File: src/logic/tcr_regs.svh
`ifndef TCR_REGS_SVH
`define TCR_REGS_SVH
// register indices on the host command port
`define TCR_IDX_RESULT 2'h0
`define TCR_IDX_CONFIG 2'h1
`define TCR_IDX_LOW 2'h2
`define TCR_IDX_HIGH 2'h3
// configuration field positions
`define TCR_CFG_MODE_LO 10
`define TCR_CFG_CYC_LO 7
`define TCR_CFG_AVG_LO 5
`define TCR_CFG_FRESH 13
`define TCR_CFG_HIGH_AL 15
`define TCR_CFG_LOW_AL 14
// reset values
`define TCR_RESULT_RST 16'h8000
`define TCR_LOW_RST 16'h8000
`define TCR_HIGH_RST 16'h7FFF
`define TCR_CFG_CYC_RST 3'h4
`define TCR_CFG_AVG_RST 2'h1
// times in microseconds, clock rate in MHz
`define TCR_PWRUP_US 1500
`define TCR_CONV_US 15500
`define TCR_TMO_MIN_US 20000
`define TCR_TMO_MAX_US 40000
`define TCR_CLK_MHZ 125
`endif

File: src/logic/tcr_pkg.sv
package tcr_pkg;
   // conversion mode field encodings
   typedef enum logic [1:0] {
      TCR_MODE_CONT = 2'h0,
      TCR_MODE_SHUT = 2'h1,
      TCR_MODE_CONT2 = 2'h2,
      TCR_MODE_ONESHOT = 2'h3
   } tcr_mode_t;
   typedef enum {TCR_ST_PWRUP, TCR_ST_ACTIVE, TCR_ST_STANDBY, TCR_ST_SHUT} tcr_state_t;
endpackage

File: src/logic/tcr_timer.sv
`timescale 1ns/10ps
// down counter that pulses done when a loaded count runs out
module tcr_timer #(
   parameter int W = 32
) (
   input wire logic i_clk,
   input wire logic i_srst,
   input wire logic i_load,
   input wire logic [W-1:0] i_count,
   output logic o_done
);
   logic [W-1:0] cnt;
   logic run;
   wire last = run && (cnt == {{(W-1){1'b0}}, 1'b1});
   // reload wins over expiry so a restart is never lost
   always_ff @(posedge i_clk) begin
      if (i_srst || i_load) begin
         cnt <= i_srst ? '0 : i_count;
         run <= !i_srst && (i_count != '0);
      end else if (run) begin
         cnt <= cnt - {{(W-1){1'b0}}, 1'b1};
         run <= !last;
      end
   end
   always_ff @(posedge i_clk) begin
      if (i_srst) begin
         o_done <= 1'b0;
      end else begin
         o_done <= last && !i_load;
      end
   end
endmodule // tcr_timer

File: src/logic/tcr_core.sv
`timescale 1ns/10ps
`include "tcr_regs.svh"
// Behaviour
// - wait 1.5 ms before first conversion
// - power-up shutdown setting skips conversions
// - result reads 8000 hex until first result
// - result loads only at conversion/average end
// - result 16-bit two's complement, 7.8125 mC
// - encoding: 1 C = 0080, -LSB = FFFF
// - limits share result format, compared directly
// - alert flags and pin from limit compare
// - two-bit mode field selects operation
// - continuous cycle: active then standby
// - cycle time and averaging set periods
// - idle serial clock 20-40 ms aborts transfer
// - mode 00 converts continuously, updates each cycle
// - writing 01 aborts conversion, enters shutdown
// - writing 11 in shutdown does one conversion
// - fresh flag set at end, cleared on read
module tcr_core
   import tcr_pkg::*;
#(
   parameter int PWRUP_CYC = `TCR_PWRUP_US * `TCR_CLK_MHZ,
   parameter int CONV_CYC = `TCR_CONV_US * `TCR_CLK_MHZ,
   parameter int TMO_CYC = (`TCR_TMO_MIN_US * `TCR_CLK_MHZ + `TCR_TMO_MAX_US * `TCR_CLK_MHZ) / 2,
   parameter int UNIT_CYC = CONV_CYC
) (
   // clock and reset
   input wire logic I_CLOCK,
   input wire logic I_SRST,
   // power-up strap
   input wire logic I_START_SHUTDOWN,
   // register command port from the bus front end
   input wire logic I_REG_WR,
   input wire logic I_REG_RD,
   input wire logic [1:0] I_REG_IDX,
   input wire logic [15:0] I_REG_WDATA,
   // serial clock pin and transaction-open level
   input wire logic I_SCL,
   input wire logic I_XFER_OPEN,
   // analog front end sample
   input wire logic [15:0] I_SAMPLE,
   // outputs
   output logic [15:0] O_REG_RDATA,
   output logic O_REG_RVALID,
   output logic O_ALERT,
   output logic O_XFER_ABORT,
   output logic O_CONV_ACTIVE
);
   tcr_state_t state;
   logic [15:0] result, low_lim, high_lim;
   logic [1:0] mode, avg;
   logic [2:0] cyc;
   logic fresh, high_al, low_al, strap;
   logic [2:0] avg_cnt;
   logic signed [18:0] acc;
   logic scl_m, scl_s, scl_d, open_m, open_s, shut_m, shut_s;
   logic [31:0] idle_cnt;
   // synchronise the link pins; first stage feeds only the second
   always_ff @(posedge I_CLOCK) begin
      scl_m <= I_SCL;
      scl_s <= scl_m;
      scl_d <= scl_s;
      open_m <= I_XFER_OPEN;
      open_s <= open_m;
      shut_m <= I_START_SHUTDOWN;
      shut_s <= shut_m;
   end
   // decodes
   wire wr_cfg = I_REG_WR && (I_REG_IDX == `TCR_IDX_CONFIG);
   wire rd_cfg = I_REG_RD && (I_REG_IDX == `TCR_IDX_CONFIG);
   wire rd_res = I_REG_RD && (I_REG_IDX == `TCR_IDX_RESULT);
   wire [1:0] wr_mode = I_REG_WDATA[`TCR_CFG_MODE_LO +: 2];
   wire abort_req = wr_cfg && (wr_mode == TCR_MODE_SHUT);
   wire oneshot_req = wr_cfg && (wr_mode == TCR_MODE_ONESHOT) && (state == TCR_ST_SHUT);
   wire cont_req = wr_cfg && !wr_mode[0] && (state == TCR_ST_SHUT);
   wire [3:0] n_avg = (avg == 2'h0) ? 4'h1 : (avg == 2'h1) ? 4'h8 : (avg == 2'h2) ? 4'h8 : 4'h8;
   // wide enough for eight samples shifted by the largest cycle field
   wire [10:0] units = {7'h00, n_avg} << cyc;
   // cycle length grows with the cycle time field; must be at least the active length
   wire [31:0] cycle_len = 32'(UNIT_CYC) * 32'(units);
   wire [31:0] act_len = 32'(CONV_CYC) * 32'(n_avg);
   wire [31:0] stby_len = (cycle_len > act_len) ? cycle_len - act_len : 32'h1;
   // timer control
   logic t_load;
   logic [31:0] t_count;
   logic t_done;
   logic pwr_arm;
   // the power-up delay ends in a conversion unless the strap asks for shutdown
   wire pwr_go = (state == TCR_ST_PWRUP) && strap && t_done && !shut_s;
   tcr_timer #(.W(32)) u_timer (
      .i_clk(I_CLOCK),
      .i_srst(I_SRST),
      .i_load(t_load),
      .i_count(t_count),
      .o_done(t_done)
   );
   // one averaged sample completes when a single conversion expires
   wire conv_done = (state == TCR_ST_ACTIVE) && t_done && !abort_req;
   wire last_sample = conv_done && ({1'b0, avg_cnt} + 4'h1 >= n_avg);
   wire signed [18:0] acc_sum = acc + 19'(signed'(I_SAMPLE));
   wire signed [18:0] avg_val = (n_avg == 4'h1) ? acc_sum : (acc_sum >>> 3);
   wire [15:0] new_res = avg_val[15:0];
   wire res_hi = $signed(new_res) > $signed(high_lim);
   wire res_lo = $signed(new_res) < $signed(low_lim);
   // timer load selection
   always_comb begin
      t_load = 1'b0;
      t_count = 32'h0;
      if (I_SRST) begin
         t_load = 1'b0;
      end else if (state == TCR_ST_PWRUP && !strap) begin
         t_load = 1'b0;
      end else if (pwr_arm) begin
         t_load = 1'b1;
         t_count = 32'(PWRUP_CYC);
      end else if (oneshot_req || cont_req) begin
         t_load = 1'b1;
         t_count = 32'(CONV_CYC);
      end else if (conv_done && !last_sample) begin
         t_load = 1'b1;
         t_count = 32'(CONV_CYC);
      end else if (last_sample && mode[0] == 1'b0) begin
         t_load = 1'b1;
         t_count = stby_len;
      end else if ((state == TCR_ST_STANDBY && t_done) || pwr_go) begin
         t_load = 1'b1;
         t_count = 32'(CONV_CYC);
      end
   end
   // conversion sequencer
   always_ff @(posedge I_CLOCK) begin
      if (I_SRST) begin
         state <= TCR_ST_PWRUP;
         strap <= 1'b0;
         avg_cnt <= 3'h0;
         acc <= '0;
      end else begin
         unique case (state)
            TCR_ST_PWRUP: begin
               if (!strap) begin
                  strap <= 1'b1; // arm after release, then time the delay
               end else if (t_done) begin
                  state <= shut_s ? TCR_ST_SHUT : TCR_ST_ACTIVE;
               end
            end
            TCR_ST_ACTIVE: begin
               if (abort_req) begin
                  state <= TCR_ST_SHUT;
                  avg_cnt <= 3'h0;
                  acc <= '0;
               end else if (last_sample) begin
                  avg_cnt <= 3'h0;
                  acc <= '0;
                  state <= mode[0] ? TCR_ST_SHUT : TCR_ST_STANDBY;
               end else if (conv_done) begin
                  avg_cnt <= avg_cnt + 3'h1;
                  acc <= acc_sum;
               end
            end
            TCR_ST_STANDBY: begin
               if (abort_req) begin
                  state <= TCR_ST_SHUT;
               end else if (t_done) begin
                  state <= TCR_ST_ACTIVE;
               end
            end
            TCR_ST_SHUT: begin
               if (oneshot_req || cont_req) begin
                  state <= TCR_ST_ACTIVE;
               end
            end
         endcase
      end
   end
   // power-up delay load happens once the strap stage is armed
   always_ff @(posedge I_CLOCK) begin
      pwr_arm <= !I_SRST && (state == TCR_ST_PWRUP) && !strap;
   end
   // registers and flags; a set event wins over a read clear
   always_ff @(posedge I_CLOCK) begin
      if (I_SRST) begin
         result <= `TCR_RESULT_RST;
         low_lim <= `TCR_LOW_RST;
         high_lim <= `TCR_HIGH_RST;
         mode <= TCR_MODE_CONT;
         cyc <= `TCR_CFG_CYC_RST;
         avg <= `TCR_CFG_AVG_RST;
         fresh <= 1'b0;
         high_al <= 1'b0;
         low_al <= 1'b0;
      end else begin
         if (last_sample) begin
            result <= new_res;
         end
         if (wr_cfg) begin
            mode <= wr_mode;
            cyc <= I_REG_WDATA[`TCR_CFG_CYC_LO +: 3];
            avg <= I_REG_WDATA[`TCR_CFG_AVG_LO +: 2];
         end
         if (I_REG_WR && I_REG_IDX == `TCR_IDX_LOW) begin
            low_lim <= I_REG_WDATA;
         end
         if (I_REG_WR && I_REG_IDX == `TCR_IDX_HIGH) begin
            high_lim <= I_REG_WDATA;
         end
         fresh <= last_sample || (fresh && !(rd_cfg || rd_res));
         high_al <= (last_sample && res_hi) || (high_al && !rd_cfg);
         low_al <= (last_sample && res_lo) || (low_al && !rd_cfg);
      end
   end
   // read data is captured whole in one edge so both bytes match
   wire [15:0] cfg_word = {high_al, low_al, fresh, 1'b0, mode, cyc, avg, 5'h00};
   wire [15:0] rd_mux = (I_REG_IDX == `TCR_IDX_RESULT) ? result :
                        (I_REG_IDX == `TCR_IDX_CONFIG) ? cfg_word :
                        (I_REG_IDX == `TCR_IDX_LOW) ? low_lim : high_lim;
   always_ff @(posedge I_CLOCK) begin
      if (I_SRST) begin
         O_REG_RDATA <= 16'h0000;
         O_REG_RVALID <= 1'b0;
      end else begin
         O_REG_RVALID <= I_REG_RD;
         if (I_REG_RD) begin
            O_REG_RDATA <= rd_mux;
         end
      end
   end
   // bus timeout: serial clock idle while a transfer is open
   wire scl_edge = scl_s ^ scl_d;
   always_ff @(posedge I_CLOCK) begin
      if (I_SRST || !open_s || scl_edge) begin
         idle_cnt <= 32'h0;
         O_XFER_ABORT <= 1'b0;
      end else if (idle_cnt >= 32'(TMO_CYC) - 32'h1) begin
         O_XFER_ABORT <= 1'b1;
      end else begin
         idle_cnt <= idle_cnt + 32'h1;
         O_XFER_ABORT <= 1'b0;
      end
   end
   // status outputs
   always_ff @(posedge I_CLOCK) begin
      if (I_SRST) begin
         O_ALERT <= 1'b0;
         O_CONV_ACTIVE <= 1'b0;
      end else begin
         O_ALERT <= high_al || low_al;
         O_CONV_ACTIVE <= (state == TCR_ST_ACTIVE);
      end
   end
endmodule // tcr_core

File: config.mk
export PLATFORM = sky130hd
export DESIGN_NAME = tcr_core
export DESIGN_NICKNAME = d
export VERILOG_FILES = /design/src/logic/tcr_pkg.sv /design/src/logic/tcr_timer.sv /design/src/logic/tcr_core.sv
export VERILOG_INCLUDE_DIRS = /design/src /design/src/logic
export SDC_FILE = /design/constraint.sdc
export NUM_CORES = 1
export LEC_CHECK = 0
export BUFFER_PORTS_ARGS = -buffer_cell sky130_fd_sc_hd__clkbuf_2
export CAP_MARGIN = 40
export CELL_PAD_IN_SITES_DETAIL_PLACEMENT = 1
export CELL_PAD_IN_SITES_GLOBAL_PLACEMENT = 2
export CORE_UTILIZATION = 40
export CTS_BUF_LIST = sky130_fd_sc_hd__clkbuf_8
export DETAILED_ROUTE_END_ITERATION = 10
export GPL_TIMING_DRIVEN = 0
export PLACE_DENSITY = 0.82
export SYNTH_ARGS = -nofsm -noshare
export SYNTH_HDL_FRONTEND = slang
export SYNTH_SLANG_ARGS = --single-unit
File: constraint.sdc
create_clock -name I_CLOCK -period 11.3 [get_ports I_CLOCK]
set_clock_uncertainty 0.05 [all_clocks]
set_input_delay 0.565 -clock I_CLOCK [delete_from_list [all_inputs] [get_ports I_CLOCK]]
set_output_delay 0.565 -clock I_CLOCK [all_outputs]
set_load 0.05 [all_outputs]
=== Word level (Yosys, flattened, before mapping) ===
Index checks and enable logic that the tools add are counted.
Widths: inputs -> output; s select.

* Multipliers: 2
* Mux-type cells: 42
* Bitwise operators: 2
* Shift operators: 1
* Eq/ne operators: 18
* Reduce and logical (&&, ||, !) cells: 60
* Add/subtract/negate cells: 6
* Magnitude comparators: 5

{| class="wikitable"
|+ Operators by type and width
! kind !! number
|-
| $mux 32 || 17
|-
| $pmux 32 s4 || 1
|-
| $eq 32x2->1 const B || 3
|-
| $eq 32x1->1 const B || 2
|-
| $eq 32x3->1 const B || 2
|-
| $logic_not 32->1 || 2
|-
| $mux 16 || 4
|-
| $mux 19 || 3
|-
| $add 32x1->32 const B || 1
|-
| $ge 32x22->1 const B || 1
|-
| $gt 32x25->1 || 1
|-
| $reduce_bool 32->1 || 1
|-
| $sub 32x1->32 const B || 1
|-
| $sub 32x25->32 || 1
|-
| $logic_and 1x1->1 || 30
|-
| $mul 19x11->30 const A || 1
|-
| $mul 19x4->23 const A || 1
|-
| $mux 21 || 1
|-
| $add 19x16->19 || 1
|-
| $gt 16x16->1 || 1
|-
| $lt 16x16->1 || 1
|-
| $logic_not 1->1 || 11
|-
| $mux 1 || 11
|-
| $shl 4x3->11 || 1
|-
| other kinds (21) || 37
|}

* Output and inout port bits: 20
* Flip-flop bits (word level): 207
* Bits of input ports: 41

=== Longest topological paths before layout ===
* Depth in word-level cells: 16
* Gate-level depth with buffers: 36

=== By module ===
Synthesis repeated with hierarchy kept, for this count alone.

* Cells, all modules: 1794
* Area total of the unflattened synthesis: 15254.6 um2

{| class="wikitable"
|+ By module, submodules not included
! module !! area an instance (um2) !! sequential area each (um2) !! cells each !! instances
|-
| tcr_core || 12942.4 || 2862.7 || 1557 || 1
|-
| tcr_timer || 2312.2 || 1001.0 || 237 || 1
|}

=== Least setup slack after synthesis ===
Ideal clock, no wire load.

* Path kind: reg-to-reg
* Start point: reg avg[0]
* End point: reg u_timer.cnt[14] (data pin)
* Arrival: 7852 ps
* Period minus slack after synthesis: 8177 ps
* Required time: 10975 ps
* Cell stages (with the launch flop): 33
* Path buffers: 4
* Slack: 3123 ps
* Cells stage by stage: dfxtp_1 -> or2_2 -> clkbuf_1 -> inv_1 -> buf_1 -> nand2_1 -> o21ai_0 -> nor2b_1 -> inv_1 -> fa_1 -> inv_1 -> fa_1 -> inv_1 -> fa_1 -> fa_1 -> fa_1 -> ha_1 -> clkbuf_1 -> nand4_1 -> nand2b_1 -> nand2_1 -> xor2_1 -> ha_1 -> nand3_1 -> nor4_1 -> nand4b_1 -> nor4b_1 -> o21ai_1 -> nor2_1 -> nor2_2 -> buf_2 -> a211oi_1 -> a211oi_1

* Word-level cells in the longest chain between the ends: 14

{| class="wikitable"
|+ RTL lines
! element !! line !! RTL
|-
| start: declaration || tcr_core.sv:52 || <nowiki>logic [1:0] mode, avg;</nowiki>
|-
| start signal: assignment || tcr_core.sv:188 || <nowiki>avg <= `TCR_CFG_AVG_RST;</nowiki>
|-
| start signal: assignment || tcr_core.sv:199 || <nowiki>avg <= I_REG_WDATA[`TCR_CFG_AVG_LO +: 2];</nowiki>
|-
| $logic_not 2->1 (*) || tcr_core.sv:77 || <nowiki>wire [3:0] n_avg = (avg == 2'h0) ? 4'h1 : (avg == 2'h1) ? 4'h8 : (avg == 2'h2) ? 4'h8 : 4'h8;</nowiki>
|-
| $mux 4 (*) || tcr_core.sv:77 ||
|-
| $shl 4x3->11 || tcr_core.sv:79 || <nowiki>wire [10:0] units = {7'h00, n_avg} << cyc;</nowiki>
|-
| $mul 19x11->30 || tcr_core.sv:81 || <nowiki>wire [31:0] cycle_len = 32'(UNIT_CYC) * 32'(units);</nowiki>
|-
| $sub 32x25->32 / $gt 32x25->1 (equally long branches) || tcr_core.sv:83 || <nowiki>wire [31:0] stby_len = (cycle_len > act_len) ? cycle_len - act_len : 32'h1;</nowiki>
|-
| $mux 32 || tcr_core.sv:83 ||
|-
| $mux 32 || tcr_core.sv:123 || <nowiki>end else if (last_sample && mode[0] == 1'b0) begin</nowiki>
|-
| $mux 32 || tcr_core.sv:120 || <nowiki>end else if (conv_done && !last_sample) begin</nowiki>
|-
| $mux 32 || tcr_core.sv:117 || <nowiki>end else if (oneshot_req || cont_req) begin</nowiki>
|-
| $mux 32 || tcr_core.sv:114 || <nowiki>end else if (pwr_arm) begin</nowiki>
|-
| $mux 32 || tcr_core.sv:112 || <nowiki>end else if (state == TCR_ST_PWRUP && !strap) begin</nowiki>
|-
| $mux 32 || tcr_core.sv:110 || <nowiki>if (I_SRST) begin</nowiki>
|-
| $mux 32 || tcr_timer.sv:18 || <nowiki>cnt <= i_srst ? '0 : i_count;</nowiki>
|-
| $mux 32 (*) || tcr_timer.sv:17 || <nowiki>if (i_srst || i_load) begin</nowiki>
|-
| end signal: assignment || tcr_timer.sv:18 ||
|-
| end signal: assignment || tcr_timer.sv:21 || <nowiki>cnt <= cnt - {{(W-1){1'b0}}, 1'b1};</nowiki>
|-
| end: declaration || tcr_timer.sv:12 || <nowiki>logic [W-1:0] cnt;</nowiki>
|}

Every way passes the cells marked *; elsewhere a longest branch is shown, timed or not.
A chain may end at the register's enable or synchronous reset.

=== Worst setup path after layout ===
Same ends and word-level chain as after synthesis.

==> impl_results.md <==
* Outcome: finished, violations left
* Failing checks: design-rule violations
* Crit path buf inv count at 8
* Slack of the critical path at 1.339 ns
* Cell with the most instances after synthesis: nor2_1
* First-pass GRT wire length at 69520 um
* Fin nets at 2051
* TritonCTS Buffers at 17
* Routed Antenna Nets at 0
* DR iter-0 viols at 512
* Hpwl dp at 35450 um
* Yosys warns at 0
* Slowest cell on the critical path: buf_1
* Tightest Pin Transition at 0.8703 ns
* Switch share at 0.3586
* Longest Clk Path Bufs at 2
* WS Path Type: reg2reg
* I/O pin total at 61
* Synth Flop Type: dfxtp_1
* Rel. slew slack at 0.4137
* Die H at 192.5 um
* Die area at 37060 sq um
* Tcrit/Tclk final at 0.8815
* Initial antenna violation count at 0
* Root cell of the clock tree: clkbuf_8
* Die width at 192.5 um
* Fmax at 0.1004 GHz
* Largest net degree at the start of global routing at 33
* WP data required at 11.47 ns
* Worst hold path class: in2reg
* PortBufs at 59
* Critical path arrival at 10.13 ns
* Leading area contributor after synthesis: dfxtp_1
* Max Fanout on Critical Path at 14
* Post-layout util at 0.4459
* Via count at 12.50k
* Drt drc at 16
* Top post-synthesis cells by area: dfxtp_1, ha_1, fa_1
* Routed WL at 43230 um
* Flop pwr share at 0.386
* Synthesized area at 14520 sq um
* Clk_lat worst skew at 0.51 ns
* Post-synthesis async set-or-reset flop share at 0
* Clk pwr share at 0.277
* Fin crit period at 9.961 ns
* Worst-path clk slew at 0.10 ns
* Leak at 7.099 nW
* Hold slack at 0.1118 ns
* Post-CTS Setup Inserts at 0
* Post-CTS Hold Buffers at 0
* Crit. End Element: register
* Max IR drop VDD at 0.07393 mV
* CTS tree: done
* Gr ovfl total at 0
* Post-synthesis cell type count at 85
* CP most frequent cell: fa_1
* Power Dens Cells at 112.8 nW/um^2
* # resized after CTS at 0
* Max-cap check violation count at 0
* Slew Viols, Final at 0
* CP max stage delay at 0.65 ns
* Startpoint class of the critical path: register
* Final hold vios at 0
* # setup viols final at 0
* Gate count of the mapped netlist at 1707
* Area growth syn-to-layout at 9.515%
* Initial Util at 0.4071
* Share of the synthesized area in the top cell type at 0.2000
* All-Layer GR Usage at 0.2428
* Wirelength per Cell at 19.05 um
* H-tree depth at 4
* Layout cells sized above 1 at 0.08024
* Comb power frac at 0.337
* RSZ-0062 raised after global routing: no
* FP Rows at 69
* Drt pass-1 iters at 8
* Clock Sinks at 177
* Int Pwr at 1.151 mW
* Synthesized area per cell at 8.504 sq um
* DP Worst Slack at 1.208 ns
* Net switching power at 0.6432 mW
* Post-synth top cells: nor2_1, ha_1, inv_1, nand2_1, dfxtp_1
* CORE AREA at 35660 sq um
* Drt via density at 5.509
* RePlAce Congestion at 0.8351
* Synth Register Bits at 177
* Top delay family on crit path: adder cells
* Share of the yosys chip area belonging to registers at 0.2662
* Vias in the first global route at 13.01k
* EDFF count, synth at 32
* Setup TNS at 0 ns
[per-layer routing]
layer	vias up	global-route usage	part of all wire	routed length (um)
li1	6176	-	-	-
met2	174	0.4054	0.47	20350
met1	6126	0.3342	0.49	21150
met4	0	0.04724	0.0098	423
met5	-	0	0	0
met3	24	0.03201	0.030	1304
[layout by cell type (no fill, tap or decap), types with 14 or more instances in the layout]
master	n
a21o_1	19
dfxtp_1	145
o21a_1	15
a211oi_1	25
edfxtp_1	32
clkbuf_1	52
nor2_1	173
nor2b_1	14
nand2b_1	16
clkbuf_8	20
nor4_1	17
inv_1	167
a211o_1	23
ha_1	165
a21oi_1	109
nor3_1	45
xor2_1	44
nand4_1	22
mux2i_1	22
and2_1	21
or3_1	16
o22ai_1	16
xnor2_1	68
fa_1	50
nand3_1	36
nand2_1	152
clkbuf_2	60
a22oi_1	15
o21ai_0	47
[sequential cells by signal (all words and copies together) (netlist names), 3 cells and up]
name and count:
O_REG_RDATA 16, u_timer.cnt 32, result 16, low_lim 16
idle_cnt 32, cyc 3, acc 19, high_lim 16
avg_cnt 3
[power by group through the flow]
stage | combinational [mW] | clock [mW] | sequential [mW]
after floorplan | 0.425 | 0 | 0.713
after global placement | 0.590 | 0 | 0.705
after detailed placement | 0.604 | 0 | 0.706
after CTS | 0.611 | 0.511 | 0.692
after global routing | 0.676 | 0.532 | 0.696
final | 0.605 | 0.497 | 0.692
[path summary, 6_finish.rpt]
| check | startpoint | end | slack, ns | depth (start not counted) |
|---|---|---|---|---|
| max reg2reg | avg[0] | u_timer.cnt[14] | 1.34 | 31 |
| min reg2reg | scl_m | scl_s | 0.29 | 0 |
| max | avg[0] | u_timer.cnt[14] | 1.34 | 31 |
| min | I_START_SHUTDOWN | shut_m | 0.11 | 1 |
[per-stage QoR]
step | power [mW] | instance area, sq um | std cells
after CTS | 1.813 | 15900 | 2268
after global placement | 1.295 | 15400 | 2230
after detailed placement | 1.310 | 15460 | 2237
after floorplan | 1.138 | 14530 | 1710
after global routing | 1.904 | 15900 | 2268
final | 1.794 | 15900 | 2269
[layout make-up]
cell class | instances | area, sq um
Clock inverter | 11 | 162.7
Tap cell | 461 | 576.8
Timing Repair Buffer | 66 | 350.3
Antenna cell | 1 | 2.502
Sequential cell | 177 | 3864
Buffer | 67 | 257.7
Clock buffer | 20 | 275.3
Inverter | 164 | 615.6
Multi-Input combinational cell | 1302 | 9793
Fill cell | 4312 | 19760
[kinds of logic after synthesis]
family | Yosys count | synth area share
AO/OA/AOI/OAI | 364 | 0.1719
XOR/XNOR | 113 | 0.06870
adder cells (fa/ha/maj) | 215 | 0.2112
buffers and inverters | 231 | 0.06016
flip-flops | 177 | 0.2662
multiplexers | 38 | 0.03534
other | 2 | 0.0005173
AND/OR/NAND/NOR | 567 | 0.1861
Note: power is estimated with default switching activity, not from simulation.
